$ cat src/tdsup_map.svh
/*
 constants of the tough-drive supervisor: offsets, fields, resets, timing.
 assumes inclusion by bare name from the package and the design files.
*/
// Contract
// - one setting enables or disables all ride-through supervision
// - retune only if resonance within 30 percent of filter 1 or 2
// - overwrite only the filter frequency closer to the detected one
// - retune freely, commit to nonvolatile store at most once an hour
// - never touch filters 3, 4 or 5
// - resonance at or below 100 Hz never triggers a retune
// - detection sensitivity comes from a detection-level setting
// - filter 4 enabled turns the shaft resonance filter off
// - robust filter enabled turns filter 5 off
// - ride-through start switches the undervoltage threshold at once
// - supply-drop detection time comes from a setting
// - loss longer than detection time raises the undervoltage alarm
// - ride-through output on once a loss is detected
// - brake interlock stays on through ride-through
// - brake interlock drops when the undervoltage alarm rises
// - bus at or below 200 V during ride-through still alarms
// - short loss with healthy bus continues without alarm
// - torque limit option 1 limits torque during a loss
// - bus-drop alarm may come regardless of detection time
`ifndef TDSUP_MAP_SVH
`define TDSUP_MAP_SVH
// register word offsets
`define TDS_A_CTRL  4'h0
`define TDS_A_FILT1 4'h1
`define TDS_A_FILT2 4'h2
`define TDS_A_FILT3 4'h3
`define TDS_A_FILT4 4'h4
`define TDS_A_FILT5 4'h5
`define TDS_A_OSC   4'h6
`define TDS_A_DTIME 4'h7
`define TDS_A_UVLVL 4'h8
`define TDS_A_STAT  4'h9
// control field positions
`define TDS_C_EN  0
`define TDS_C_TQ  1
`define TDS_C_F4  2
`define TDS_C_ROB 3
`define TDS_C_F5  4
`define TDS_C_CLR 5
// reset values
`define TDS_CTRL_RST  16'h0000
`define TDS_FILT_RST  16'h1194
`define TDS_OSC_RST   16'h0032
`define TDS_DTIME_RST 16'h00C8
`define TDS_UVLVL_RST 16'h00F0
// thresholds
`define TDS_RIDE_UV_V 16'h00C8
`define TDS_MIN_HZ    16'h0064
`define TDS_WIN_PCT   30
// timing: ms prescale from the 40 MHz clock, hour in ms
`define TDS_CLK_HZ    40000000
`define TDS_MS_PER_S  1000
`define TDS_MS_CYC    (`TDS_CLK_HZ / `TDS_MS_PER_S)
`define TDS_HOUR_MS   3600000
`endif

$ cat src/tdsup_pkg.sv
/*
 types of the tough-drive supervisor.
 assumes tdsup_map.svh sits in the same folder.
*/
`include "tdsup_map.svh"
package tdsup_pkg;
  typedef enum logic [1:0] {
    PL_IDLE  = 2'b00,
    PL_RIDE  = 2'b01,
    PL_ALARM = 2'b11
  } tdsup_pl_e;
  typedef struct packed {
    logic        wr;
    logic        rd;
    logic [3:0]  addr;
    logic [15:0] wdata;
  } tdsup_bus_s;
  typedef struct packed {
    logic        valid;
    logic [15:0] freq;
    logic [15:0] level;
  } tdsup_res_s;
  typedef struct packed {
    logic        stb;
    logic        sel;
    logic [15:0] freq;
  } tdsup_nvm_s;
  typedef struct packed {
    logic uv;
    logic supply;
    logic busd;
  } tdsup_alm_s;
  typedef struct packed {
    tdsup_pl_e        pl;
    logic [15:0]      tmr_ms;
    logic [31:0]      ms_cnt;
    logic [31:0]      hold_ms;
    logic             hold_busy;
    logic             pend;
    logic             pend_sel;
    logic [15:0]      pend_freq;
    logic [5:0]       ctrl;
    logic [4:0][15:0] filt;
    logic [15:0]      osc;
    logic [15:0]      dtime;
    logic [15:0]      uvlvl;
    logic [15:0]      rdata;
    logic             active;
    logic             brake;
    logic             torque;
    logic             shaft;
    logic             f5;
    tdsup_alm_s       alm;
    tdsup_nvm_s       nvm;
  } tdsup_state_s;
endpackage : tdsup_pkg

$ cat src/tdsup_sync2.sv
/*
 two-flop synchroniser for one level from outside the clock domain.
 assumes a single clock and synchronous active-high reset.
*/
`timescale 1ns/1ps
`default_nettype none
module tdsup_sync2 (
  input  wire logic ref_clk,
  input  wire logic rst,
  input  wire logic d_in,
  output var  logic q_out
);
  logic [1:0] st_r;
  logic [1:0] st_nxt;

  // first stage feeds only the second
  always_comb begin
    st_nxt = {st_r[0], d_in};
  end

  always_ff @(posedge ref_clk) begin
    if (rst) begin
      st_r <= 2'h0;
    end else begin
      st_r <= st_nxt;
    end
  end

  assign q_out = st_r[1];
endmodule : tdsup_sync2
`default_nettype wire

$ cat src/tdsup_top.sv
/*
 tough-drive supervisor: resonance filter retuning with hourly commit,
 and power-loss ride-through with alarms, brake interlock, torque limit.
 assumes a detector, bus-voltage monitor and register master on ref_clk;
 the power-loss flag is a pin and is synchronised here.
*/
`timescale 1ns/1ps
`default_nettype none
`include "tdsup_map.svh"
module tdsup_top
  import tdsup_pkg::*;
#(
  parameter int MS_CYCLES = `TDS_MS_CYC,
  parameter int HOUR_MS   = `TDS_HOUR_MS
) (
  input  wire logic              ref_clk,
  input  wire logic              rst,
  input  wire tdsup_pkg::tdsup_bus_s bus_in,
  output var  logic [15:0]       rd_data,
  input  wire tdsup_pkg::tdsup_res_s res_in,
  input  wire logic [15:0]       bus_volt_in,
  input  wire logic              power_loss_in,
  output var  logic              ride_through_active_out,
  output var  logic              brake_interlock_out,
  output var  logic              torque_limit_out,
  output var  logic              shaft_filter_en_out,
  output var  logic              filter5_en_out,
  output var  tdsup_pkg::tdsup_alm_s alarm_out,
  output var  tdsup_pkg::tdsup_nvm_s nvm_out
);
  import tdsup_pkg::*;

  // refuse counts that the tick and hold-off counters cannot serve
  if (MS_CYCLES < 1 || HOUR_MS < 1) begin : g_bad_counts
    $error("tdsup_top: counts must be at least one");
  end

  tdsup_state_s st_r;
  tdsup_state_s st_nxt;
  logic         loss_s;
  logic         ms_tick;
  logic         wr_ctrl;
  logic [15:0]  d1;
  logic [15:0]  d2;
  logic         in1;
  logic         in2;
  logic         hit;
  logic         pick2;
  logic [15:0]  uv_thr;

  // power-loss pin into the clock domain
  tdsup_sync2 u_loss_sync (
    .ref_clk (ref_clk),
    .rst     (rst),
    .d_in    (power_loss_in),
    .q_out   (loss_s)
  );

  // absolute difference of two frequencies
  function automatic logic [15:0] absdiff(input logic [15:0] a,
                                          input logic [15:0] b);
    absdiff = (a > b) ? (a - b) : (b - a);
  endfunction : absdiff

  // within the window when diff*100 <= ref*pct
  function automatic logic inwin(input logic [15:0] d,
                                 input logic [15:0] f);
    logic [23:0] lhs;
    logic [23:0] rhs;
    lhs = 24'(d) * 24'd100;
    rhs = 24'(f) * 24'(`TDS_WIN_PCT);
    inwin = (lhs <= rhs);
  endfunction : inwin

  // retune decision from the current detector sample
  always_comb begin
    d1  = absdiff(res_in.freq, st_r.filt[0]);
    d2  = absdiff(res_in.freq, st_r.filt[1]);
    in1 = inwin(d1, st_r.filt[0]);
    in2 = inwin(d2, st_r.filt[1]);
    hit = res_in.valid && st_r.ctrl[`TDS_C_EN]
        && (res_in.freq > `TDS_MIN_HZ)
        && (res_in.level >= st_r.osc)
        && (in1 || in2);
    pick2 = (d2 < d1);
  end

  // threshold switches with the ride-through state
  always_comb begin
    uv_thr = (st_r.pl == PL_RIDE) ? `TDS_RIDE_UV_V : st_r.uvlvl;
  end

  assign ms_tick = (st_r.ms_cnt == 32'(MS_CYCLES - 1));
  assign wr_ctrl = bus_in.wr && (bus_in.addr == `TDS_A_CTRL);

  // whole next-state computation
  always_comb begin
    st_nxt = st_r;
    st_nxt.nvm.stb = 1'b0;
    st_nxt.ctrl[`TDS_C_CLR] = 1'b0;
    st_nxt.ms_cnt = ms_tick ? 32'h0 : st_r.ms_cnt + 32'h1;

    // register writes
    if (bus_in.wr) begin
      case (bus_in.addr)
        `TDS_A_CTRL:  st_nxt.ctrl  = bus_in.wdata[5:0];
        `TDS_A_FILT1: st_nxt.filt[0] = bus_in.wdata;
        `TDS_A_FILT2: st_nxt.filt[1] = bus_in.wdata;
        `TDS_A_FILT3: st_nxt.filt[2] = bus_in.wdata;
        `TDS_A_FILT4: st_nxt.filt[3] = bus_in.wdata;
        `TDS_A_FILT5: st_nxt.filt[4] = bus_in.wdata;
        `TDS_A_OSC:   st_nxt.osc   = bus_in.wdata;
        `TDS_A_DTIME: st_nxt.dtime = bus_in.wdata;
        `TDS_A_UVLVL: st_nxt.uvlvl = bus_in.wdata;
        default:      st_nxt.ctrl  = st_nxt.ctrl;
      endcase
    end

    // hourly hold-off between commits
    if (st_r.hold_busy && ms_tick) begin
      if (st_r.hold_ms == 32'(HOUR_MS - 1)) begin
        st_nxt.hold_busy = 1'b0;
        st_nxt.hold_ms   = 32'h0;
      end else begin
        st_nxt.hold_ms = st_r.hold_ms + 32'h1;
      end
    end

    // commit pending value when no hourly hold-off is running
    if (st_r.pend && !st_r.hold_busy) begin
      st_nxt.nvm.stb   = 1'b1;
      st_nxt.nvm.sel   = st_r.pend_sel;
      st_nxt.nvm.freq  = st_r.pend_freq;
      st_nxt.pend      = 1'b0;
      st_nxt.hold_busy = 1'b1;
      st_nxt.hold_ms   = 32'h0;
    end

    // retune only filter 1 or 2; beats a same-cycle write
    if (hit) begin
      if (pick2) begin
        st_nxt.filt[1] = res_in.freq;
      end else begin
        st_nxt.filt[0] = res_in.freq;
      end
      st_nxt.pend      = 1'b1;
      st_nxt.pend_sel  = pick2;
      st_nxt.pend_freq = res_in.freq;
    end

    // power-loss ride-through state machine
    case (st_r.pl)
      PL_IDLE: begin
        st_nxt.tmr_ms = 16'h0;
        if (bus_volt_in <= uv_thr) begin
          st_nxt.pl = PL_ALARM;
          st_nxt.alm.busd = 1'b1;
        end else if (loss_s && st_r.ctrl[`TDS_C_EN]) begin
          st_nxt.pl = PL_RIDE;
        end else if (loss_s) begin
          st_nxt.pl = PL_ALARM;
          st_nxt.alm.supply = 1'b1;
        end
      end
      PL_RIDE: begin
        if (ms_tick && st_r.tmr_ms != 16'hFFFF) begin
          st_nxt.tmr_ms = st_r.tmr_ms + 16'h1;
        end
        if (bus_volt_in <= uv_thr) begin
          st_nxt.pl = PL_ALARM;
          st_nxt.alm.busd = 1'b1;
        end else if (st_r.tmr_ms >= st_r.dtime) begin
          st_nxt.pl = PL_ALARM;
          st_nxt.alm.supply = 1'b1;
        end else if (!loss_s || !st_r.ctrl[`TDS_C_EN]) begin
          st_nxt.pl = PL_IDLE;
        end
      end
      PL_ALARM: begin
        st_nxt.tmr_ms = 16'h0;
        if (wr_ctrl && bus_in.wdata[`TDS_C_CLR] && !loss_s
            && (bus_volt_in > st_r.uvlvl)) begin
          st_nxt.pl  = PL_IDLE;
          st_nxt.alm = '0;
        end
      end
      default: begin
        st_nxt.pl = PL_IDLE;
      end
    endcase

    // outputs from the next state so they stay aligned with it
    st_nxt.alm.uv   = (st_nxt.pl == PL_ALARM);
    st_nxt.active   = (st_nxt.pl == PL_RIDE);
    st_nxt.brake    = (st_nxt.pl != PL_ALARM);
    st_nxt.torque   = (st_nxt.pl == PL_RIDE)
                    && st_nxt.ctrl[`TDS_C_TQ];
    st_nxt.shaft    = !st_nxt.ctrl[`TDS_C_F4];
    st_nxt.f5       = st_nxt.ctrl[`TDS_C_F5]
                    && !st_nxt.ctrl[`TDS_C_ROB];

    // read data in the cycle after the strobe
    st_nxt.rdata = 16'h0;
    if (bus_in.rd) begin
      case (bus_in.addr)
        `TDS_A_CTRL:  st_nxt.rdata = {10'h0, st_r.ctrl};
        `TDS_A_FILT1: st_nxt.rdata = st_r.filt[0];
        `TDS_A_FILT2: st_nxt.rdata = st_r.filt[1];
        `TDS_A_FILT3: st_nxt.rdata = st_r.filt[2];
        `TDS_A_FILT4: st_nxt.rdata = st_r.filt[3];
        `TDS_A_FILT5: st_nxt.rdata = st_r.filt[4];
        `TDS_A_OSC:   st_nxt.rdata = st_r.osc;
        `TDS_A_DTIME: st_nxt.rdata = st_r.dtime;
        `TDS_A_UVLVL: st_nxt.rdata = st_r.uvlvl;
        `TDS_A_STAT:  st_nxt.rdata = {5'h0, st_r.pl, st_r.hold_busy,
                                      st_r.pend, st_r.f5, st_r.shaft,
                                      st_r.alm.busd, st_r.alm.supply,
                                      st_r.alm.uv, st_r.brake,
                                      st_r.active};
        default:      st_nxt.rdata = 16'h0;
      endcase
    end
  end

  // state register
  always_ff @(posedge ref_clk) begin
    if (rst) begin
      st_r           <= '0;
      st_r.pl        <= PL_IDLE;
      st_r.ctrl      <= 6'(`TDS_CTRL_RST);
      st_r.filt      <= {5{`TDS_FILT_RST}};
      st_r.osc       <= `TDS_OSC_RST;
      st_r.dtime     <= `TDS_DTIME_RST;
      st_r.uvlvl     <= `TDS_UVLVL_RST;
      st_r.brake     <= 1'b1;
      st_r.shaft     <= 1'b1;
    end else begin
      st_r <= st_nxt;
    end
  end

  assign rd_data                 = st_r.rdata;
  assign ride_through_active_out = st_r.active;
  assign brake_interlock_out     = st_r.brake;
  assign torque_limit_out        = st_r.torque;
  assign shaft_filter_en_out     = st_r.shaft;
  assign filter5_en_out          = st_r.f5;
  assign alarm_out               = st_r.alm;
  assign nvm_out                 = st_r.nvm;
endmodule : tdsup_top
`default_nettype wire

$ cat config.mk
export PLATFORM = sky130hd
export DESIGN_NAME = tdsup_top
export DESIGN_NICKNAME = d
export VERILOG_FILES = /design/src/tdsup_pkg.sv /design/src/tdsup_sync2.sv /design/src/tdsup_top.sv
export VERILOG_INCLUDE_DIRS = /design/src
export SDC_FILE = /design/constraint.sdc
export NUM_CORES = 1
export LEC_CHECK = 0
export ABC_AREA = 0
export BUFFER_PORTS_ARGS = -buffer_cell sky130_fd_sc_hd__buf_4
export CAP_MARGIN = 25
export CORE_ASPECT_RATIO = 0.9
export CORE_MARGIN = 1.5
export CORE_UTILIZATION = 40
export CTS_BUF_LIST = sky130_fd_sc_hd__clkbuf_4 sky130_fd_sc_hd__clkbuf_8
export CTS_CLUSTER_DIAMETER = 150
export CTS_CLUSTER_SIZE = 40
export DETAILED_ROUTE_END_ITERATION = 12
export SETUP_SLACK_MARGIN = 0.2
export SLEW_MARGIN = 0
export SYNTH_ARGS = -nofsm -noshare
export SYNTH_HDL_FRONTEND = slang
export SYNTH_SLANG_ARGS = --single-unit
$ cat constraint.sdc
create_clock -name ref_clk -period 7.4 [get_ports ref_clk]
set_clock_uncertainty 0.2 [all_clocks]
set_input_delay 0.74 -clock ref_clk [delete_from_list [all_inputs] [get_ports ref_clk]]
set_output_delay 0.74 -clock ref_clk [all_outputs]
set_load 0.05 [all_outputs]
==> impl_metrics.tcl, run 1 <==
set metrics [dict create \
    grt_max_degree 99 \
    clock_tree.root_cell "clkbuf_8" \
    place_hpwl_mm 65.0 \
    die-width_um 262 \
    overflow 0 \
    synth_cell_types 93 \
    max_slew_margin 0.283 \
    synth_seq_area_share 0.232 \
    clock_sinks 279 \
    layout-drive-gt1-share 0.207 \
    worst_slack_ps -198 \
    period_share 1.03 \
    drc_errors 8 \
    antenna_left 0 \
    clock_latency_ps 580 \
    synth_nets 3358 \
    cts_made_buffers 10 \
    area_growth_pct 19.7 \
    grtUsageTotal 0.258 \
    first_global_vias 21671 \
    drtIter0Drc 1799 \
    cts_tree "yes" \
    drt_wl_total_mm 81.1 \
    clk_pin_slew_ps 240 \
    hold_class "input port to flop" \
    peakVddDrop_uv 241 \
    power.density_nw_per_um2 281 \
    synthCells 2864 \
    layout.cells.non_filler 3981 \
    final_nets 3692 \
    vias 21920 \
    start_kind "flop" \
    synth_ff_type "dfxtp_1" \
    violations "design-rule violations, negative setup slack" \
    avgSynthCellArea_um2 8.41 \
    dp_cells 3929 \
    slew_violations 0 \
    portBuffers 115 \
    antenna_found_initial 1 \
    status "finished, violations left" \
    wl_per_cell_um 20.4 \
    dieArea_um2 61700 \
    crit_top_cell "ha_1" \
    finalHoldViolCount 0 \
    worstMarginPinSlew_ps 1070 \
    grt_pass1_wl_mm 124 \
    post-route-util 0.483 \
    path_class "flop to flop" \
    crit_arrival_ps 7870 \
    cp_slowest_cell "fa_1" \
    syn_area_um2 24100 \
    rsz0062_at_grt "true" \
    path_max_fanout 5 \
    cpPeakStageDelay_ps 530 \
    cp-end-kind "flop" \
    dp_worst_setup_slack_ps -1070 \
    vias_per_cell 5.51 \
    synth-seq-cells 279 \
    finalSetupViolCount 50 \
    ioPinCount 116 \
    synth-edff-count 0 \
    synthArstFlopShare 0 \
    coreArea_um2 59700 \
    p_leak_nw 13.2 \
    antenna_cells 0 \
    die_h_um 236 \
    start_util 0.404 \
    total_power_mw 8.12 \
    row_count 85 \
    fillers 5736 \
    required_ps 7670 \
    fmax_mhz 132 \
    min_period_ps 7600 \
    yosysWarnings 0 \
    routabilityCongestion 0.938 \
    first_pass_iters 11 \
    htree_levels 1 \
    drv_cap 0 \
    cts_max_path_buffers 3 \
]
cells by family after synthesis:
kind of cell | Yosys count | synth area share
buffers and inverters | 408 | 0.0760
DFF | 279 | 0.232
adders and majority gates | 420 | 0.244
and+or+nand+nor | 878 | 0.177
AOI/OAI and AO/OA | 640 | 0.180
xor gates and xnor gates | 163 | 0.0592
muxes | 76 | 0.0320
metrics by stage:
| step | TNS, ps | hold slack (ps) | cell area [um2] |
|---|---|---|---|
| 2_1_floorplan | -4170 | 214 | 24300 |
| 3_3_place_gp | -45130 | 225 | 27800 |
| 3_5_place_dp | -50740 | 241 | 27800 |
| 4_1_cts | -399 | 150 | 28600 |
| 5_1_grt | -22970 | 146 | 28800 |
| 6_report | -6540 | 171 | 28800 |
sequential cells by signal, indices dropped and copies added, names as in the netlist:
| name | count |
|---|---|
| nvm_out | 18 |
| ride_through_active_out | 1 |
| brake_interlock_out | 1 |
| torque_limit_out | 1 |
| rd_data | 16 |
| shaft_filter_en_out | 1 |
| filter5_en_out | 1 |
| st_r | 235 |
| alarm_out | 3 |
| u_loss_sync.st_r | 2 |
final cells by class:
class                      instances  area [um2]  area share
clock buffer                      12         159     0.00551
inverter                         249         947      0.0328
multi-input combinational       2179       17400       0.603
tap                              783         980      0.0340
timing repair buffer             479        3780       0.131
sequential                       279        5600       0.194
timing repair:
item,4_1_cts,5_1_grt
hold buffers,0,0
hold endpoints to repair,0,0
endpoints found under the setup margin,50,50
buffers inserted,23,11
gates resized for setup,76,27
pin swaps,43,33
cloned,4,1
where the power goes:
part | total, mW | internal, mW | leakage (nW) | switching (mW)
logic | 5.95 | 2.86 | 10.8 | 3.09
registers | 1.57 | 1.53 | 2.26 | 0.0366
clock network | 0.595 | 0.142 | 0.0837 | 0.453
total | 8.12 | 4.54 | 13.2 | 3.58
cell usage after synthesis, drive strengths merged, types with 13 or more instances:
| cell type | instances | area, um2 |
|---|---|---|
| nor2b | 27 | 176 |
| o21a | 27 | 203 |
| a21o | 93 | 702 |
| xor2 | 84 | 736 |
| a31oi | 19 | 140 |
| buf | 71 | 563 |
| a211oi | 26 | 205 |
| a221oi | 17 | 161 |
| nor4 | 13 | 103 |
| clkbuf | 88 | 333 |
| nand4 | 39 | 244 |
| inv | 249 | 935 |
| nand3b | 28 | 210 |
| nor3 | 35 | 185 |
| fa | 84 | 1680 |
| and3 | 44 | 278 |
| xnor2 | 79 | 692 |
| o21ai | 72 | 372 |
| o21bai | 18 | 135 |
| or3 | 15 | 98.8 |
| nand3 | 70 | 350 |
| nor2 | 172 | 646 |
| and2 | 20 | 126 |
| a22o | 27 | 236 |
| mux2i | 68 | 681 |
| a21oi | 202 | 1020 |
| or2 | 15 | 93.8 |
| nand2b | 48 | 300 |
| a22oi | 43 | 323 |
| ha | 336 | 4200 |
| dfxtp | 279 | 5590 |
| nand2 | 330 | 1250 |
cells in the final DEF (no fill, tap or decap), types with 82 or more instances in the layout:
cell | Yosys | final
ha_1 | 336 | 320
xor2_1 | 84 | 82
a21oi_1 | 200 | 187
dfxtp_1 | 279 | 271
buf_4 | 52 | 464
nand2_1 | 326 | 324
nor2_1 | 172 | 170
a21o_1 | 90 | 90
inv_1 | 249 | 242
fa_1 | 84 | 82
worst max-delay path: cells and delay by family, from the launching register on:
family | cells | cell delay [ps]
AND/OR/NAND/NOR | 5 | 820
multiplexers | 2 | 430
adder cells (fa/ha/maj) | 6 | 1910
AO/OA/AOI/OAI | 12 | 2510
XOR/XNOR | 2 | 330
flip-flops | 1 | 420
buffers and inverters | 8 | 860
metal layers:
metal / part of all wire / up-vias / track usage
met5: 0 / - / 0
met1: 0.46 / 10660 / 0.369
met2: 0.46 / 599 / 0.418
met3: 0.062 / 108 / 0.0255
li1: - / 10553 / -
met4: 0.024 / 0 / 0.0554
worst paths after layout:
path | from | cells past startpoint | end | slack [ps]
hold / removal | power_loss_in | 2 | u_loss_sync.st_r[0] | 170
setup reg to reg | st_r[99] | 35 | st_r[176] | -200
setup / recovery | st_r[99] | 35 | st_r[176] | -200
hold reg to reg | u_loss_sync.st_r[0] | 1 | u_loss_sync.st_r[1] | 260
(Power assumes the default switching activity.)
==> run 2: changes to the inputs <==
Settings changed: CORE_MARGIN 1.5 to 3.
==> run 2 against run 1 <==
Effect of this change: the run ends with negative setup slack left; hold slack worse by 18 ps; clock power grew 1%; clock-buffer cell count is the same; core utilization rose by 1.3 points.
==> impl_metrics.tcl, run 2 (synthesis gave the netlist of run 1 again) <==
set metrics [dict create \
    status "finished, violations left" \
    violations "negative setup slack" \
    pwr-share-clk 0.074 \
    cp_slowest_cell "dfxtp_4" \
    cts_max_path_buffers 3 \
    drtIter0Drc 1869 \
    first_pass_iters 7 \
    worstMarginPinSlew_ps 1080 \
    place_hpwl_mm 63.8 \
    period_share 1.03 \
    largest_register "st_r" \
    ioPinCount 116 \
    intPower_mw 4.67 \
    vias 22266 \
    layout.cells.non_filler 3997 \
    clock_tree.root_cell "clkbuf_8" \
    final_nets 3717 \
    first_global_vias 21983 \
    clk_pin_slew_ps 260 \
    htree_levels 1 \
    largest_reg_flops 235 \
    r2r_slack_ps -230 \
    dieArea_um2 63200 \
    crit_top_cell "buf_4" \
    clock_sinks 279 \
    antenna_left 0 \
    path_class "flop to flop" \
    p_sw_mw 3.49 \
    overflow 0 \
    drv_cap 0 \
    path_delay_family "buffers and inverters" \
    grtUsageTotal 0.252 \
    coreArea_um2 59000 \
    final.setup.tns_ps -8900 \
    clock_latency_ps 600 \
    path_max_fanout 8 \
    cts_tree "yes" \
    peakVddDrop_uv 250 \
    max_slew_margin 0.283 \
    grt_pass1_wl_mm 125 \
    area_growth_pct 21.6 \
    worst_slack_ps -228 \
    cts_made_buffers 10 \
    combPwrFrac 0.734 \
    slew_violations 0 \
    hold_ws_ps 153 \
    start_kind "flop" \
    p_leak_nw 13.3 \
    cpPeakStageDelay_ps 430 \
    min_period_ps 7630 \
    cp.buffers_inverters 26 \
    layout_commonest_cell "buf_4" \
    wl_per_cell_um 20.5 \
    p_seq_frac 0.192 \
    cp-end-kind "flop" \
    die_h_um 239 \
    final_cell_mix "buf_4 (485), nand2_1 (324), ha_1 (304)" \
    power.density_nw_per_um2 279 \
    grt_max_degree 94 \
    drc_errors 0 \
    vias_per_cell 5.57 \
    die-width_um 265 \
    start_util 0.409 \
    drt_wl_total_mm 81.9 \
    portBuffers 115 \
    rsz0062_at_grt "true" \
    required_ps 7740 \
    layout-drive-gt1-share 0.225 \
    dp_cells 3921 \
    fillers 5530 \
    fmax_mhz 131 \
    row_count 84 \
    antenna_cells 0 \
    routabilityCongestion 0.907 \
    finalSetupViolCount 50 \
    antenna_found_initial 2 \
    p_sw_frac 0.428 \
    crit_arrival_ps 7960 \
    hold_class "input port to flop" \
    finalHoldViolCount 0 \
]
-- run 2: changes by cell type in the layout (fill, tap and decap cells not counted), moves of 3 or more --
cell     before  now
a21oi_4       0    3
buf_4       464  485
ha_4         11   30
ha_1        320  304
buf_6         3    8
inv_2         6   15
xnor2_2      12    9
ha_2          5    2
xnor2_1      67   70
dfxtp_4       0    5
inv_1       242  233
dfxtp_1     271  264
nor3_2        9   12
-- run 2: final timing paths --
check / startpoint / endpoint / cells after the start
setup / recovery: st_r[90] / st_r[99] / 45
hold / removal: power_loss_in / u_loss_sync.st_r[0] / 2
setup reg to reg: st_r[90] / st_r[99] / 45
hold reg to reg: st_r[151] / st_r[151] / 2
-- run 2: what timing repair did --
action | CTS | global route
pin swaps | 37 | 35
gates resized for setup | 86 | 77
endpoints found under the setup margin | 50 | 50
gates cloned | 3 | 0
hold buffers | 0 | 0
buffers inserted | 38 | 22
-- run 2: layout make-up --
type,count,area (um2),share of cell area
Multi-Input combinational cell,2178,17600,0.601
Sequential cell,279,5620,0.192
Timing Repair Buffer,505,3990,0.136
Tap cell,774,968,0.0331
Inverter,249,947,0.0323
Clock buffer,12,159,0.00542
-- run 2: layer usage --
layer / part of all wire / routed length [um] / track usage
met1: 0.46 / 37600 / 0.363
met2: 0.45 / 36800 / 0.413
met3: 0.064 / 5230 / 0.0213
met4: 0.027 / 2230 / 0.0565
met5: 0 / 0 / 0
-- run 2: stage by stage --
| stage | total power [mW] | util | setup slack [ps] | area, um2 |
|---|---|---|---|---|
| 2_1_floorplan | 5.01 | - | -177 | 24300 |
| 3_3_place_gp | 6.69 | 0.470 | -1350 | 27700 |
| 3_5_place_dp | 6.83 | 0.471 | -1260 | 27700 |
| 4_1_cts | 7.78 | 0.487 | -77.9 | 28700 |
| 5_1_grt | 8.90 | 0.497 | -485 | 29300 |
| 6_report | 8.16 | 0.497 | -228 | 29300 |
-- run 2: power by group through the flow --
stage	clock network, mW	registers (mW)	logic, mW
2_1_floorplan	0	1.60	3.41
3_3_place_gp	0	1.60	5.09
3_5_place_dp	0	1.60	5.24
4_1_cts	0.612	1.57	5.60
5_1_grt	0.659	1.57	6.67
6_report	0.602	1.57	5.99
-- run 2: worst reg2reg max path: cells and delay by family, from the launching register on --
| family | cells | cell delay, ps |
|---|---|---|
| simple gates | 3 | 360 |
| compound gates | 10 | 1860 |
| buf+inv | 26 | 3380 |
| flops | 1 | 430 |
| xor+xnor | 1 | 220 |
| mux | 2 | 420 |
| fa+ha+maj | 3 | 710 |
==> run 3: changes to the inputs <==
Settings changed: MAX_ROUTING_LAYER set to met4.
==> run 3 against run 2 <==
Effect of this change: the flow still finishes with violations (negative setup slack); cell count decreased by 0.55%; setup slack better by 68 ps; fmax is 0.89% higher; hold slack better by 22 ps; clock-buffer cell count stayed put; largest cell class unchanged; largest power group unchanged.
==> impl_metrics.tcl, run 3 (synthesis gave the netlist of run 1 again) <==
set metrics [dict create \
    drc_errors 0 \
    first_pass_iters 6 \
    drv_cap 0 \
    vias 21997 \
    holdPathStages 2 \
    area_growth_pct 20.9 \
    worst_slack_ps -161 \
    layout-drive-gt1-share 0.219 \
    max_slew_margin 0.281 \
    dpl_cell_area_um2 27800 \
    pwr-share-clk 0.075 \
    postCtsHoldBufs 0 \
    die-width_um 265 \
    clk_pin_slew_ps 260 \
    cts_tree "yes" \
    regArea_um2 5630 \
    layout_commonest_cell "buf_4" \
    ioPinCount 116 \
    cpPeakStageDelay_ps 540 \
    first_global_vias 21490 \
    portBuffers 115 \
    drt_wl_total_mm 81.5 \
    hold_ws_ps 175 \
    worstMarginPinSlew_ps 1070 \
    combPwrFrac 0.730 \
    cp_slowest_cell "dfxtp_1" \
    p_seq_frac 0.196 \
    finalSetupViolCount 50 \
    period_share 1.02 \
    hold_class "input port to flop" \
    final.setup.tns_ps -6670 \
    cts_made_buffers 10 \
    clock_sinks 279 \
    antenna_found_initial 1 \
    slew_violations 0 \
    post-route-cell-area_um2 29100 \
    overflow 0 \
    cts_max_path_buffers 3 \
    min_period_ps 7560 \
    final_cell_mix "buf_4 (464), nand2_1 (323), ha_1 (301)" \
    antenna_left 0 \
    clock_latency_ps 580 \
    crit_arrival_ps 7870 \
    intPower_mw 4.58 \
    routabilityCongestion 0.927 \
    vias_per_cell 5.53 \
    p_sw_mw 3.42 \
    r2r_slack_ps -160 \
    start_kind "flop" \
    cp-end-kind "flop" \
    fillers 5645 \
    violations "negative setup slack" \
    peakVddDrop_uv 236 \
    clock_tree.root_cell "clkbuf_8" \
    status "finished, violations left" \
    r2r_end "st_r[192]" \
    rsz0062_at_grt "true" \
    power.density_nw_per_um2 275 \
    largest_reg_flops 235 \
    grtUsageTotal 0.257 \
    r2r_cells 35 \
    grt_pass1_wl_mm 124 \
    drtIter0Drc 1746 \
    total_power_mw 8.00 \
    layout.cells.non_filler 3975 \
    htree_levels 1 \
    path_max_fanout 6 \
    hp-start "power_loss_in" \
    r2r-start "st_r[97]" \
    min_to "u_loss_sync.st_r[0]" \
    dieArea_um2 63200 \
    die_h_um 239 \
    place_hpwl_mm 64.2 \
    wl_per_cell_um 20.5 \
    path_delay_family "compound AO/OA/AOI/OAI gates" \
    fmax_mhz 132 \
    required_ps 7710 \
    start_util 0.409 \
    grt_max_degree 105 \
    path_class "flop to flop" \
    cp.buffers_inverters 8 \
    dp_cells 3925 \
    row_count 84 \
    p_leak_nw 13.2 \
    final_nets 3694 \
    coreArea_um2 59000 \
    multi_input_area_um2 17600 \
    finalHoldViolCount 0 \
    largest_register "st_r" \
    p_sw_frac 0.427 \
]
run 3: worst reg2reg max path: cells and delay by family (launching register included):
kind / cells / cell delay (ps)
simple gates: 5 / 600
flops: 1 / 540
fa+ha+maj: 6 / 1910
mux: 1 / 160
xor+xnor: 2 / 450
compound gates: 13 / 2540
buf+inv: 8 / 1090
run 3: what timing repair did:
action,4_1_cts,5_1_grt
gates resized for setup,95,74
setup buffers,18,14
pin swaps,57,51
gates cloned,3,1
setup endpoints to repair,50,50
run 3: metal layers:
| metal | up-vias | part of all wire | track usage |
|---|---|---|---|
| met5 | - | 0 | - |
| met4 | 0 | 0.029 | 0.0553 |
| met3 | 126 | 0.063 | 0.0258 |
| met2 | 710 | 0.44 | 0.400 |
| met1 | 10588 | 0.47 | 0.362 |
| li1 | 10573 | - | - |
run 3: layout make-up:
class / instances / share of cell area
multi-input cells: 2178 / 0.606
flip-flops and latches: 279 / 0.193
repair buffers: 482 / 0.130
well taps: 774 / 0.0332
inverters: 249 / 0.0325
clock buffers: 12 / 0.00546
diodes: 1 / 0.0000859
run 3: how the worst max path moves through the flow:
stage	from	endpoint	slack, ps	cells past startpoint
final	st_r[97]	st_r[192]	-160	35
after global routing	st_r[97]	st_r[113]	-440	38
after CTS	st_r[90]	st_r[96]	-170	38
after detailed placement	res_in[16]	st_r[187]	-1210	39
after global placement	res_in[16]	st_r[182]	-1340	38
after floorplan	res_in[16]	st_r[183]	-180	36
run 3: power groups by stage:
| stage | sequential (mW) | combinational, mW | clock, mW |
|---|---|---|---|
| after floorplan | 1.60 | 3.41 | 0 |
| after global placement | 1.60 | 5.09 | 0 |
| after detailed placement | 1.60 | 5.22 | 0 |
| after CTS | 1.57 | 5.66 | 0.603 |
| after global routing | 1.57 | 6.50 | 0.649 |
| final | 1.57 | 5.84 | 0.596 |
run 3: stage by stage:
step	setup slack, ps	util
6_report	-161	0.494
5_1_grt	-435	0.494
4_1_cts	-171	0.485
3_5_place_dp	-1210	0.471
3_3_place_gp	-1340	0.471
2_1_floorplan	-177	-
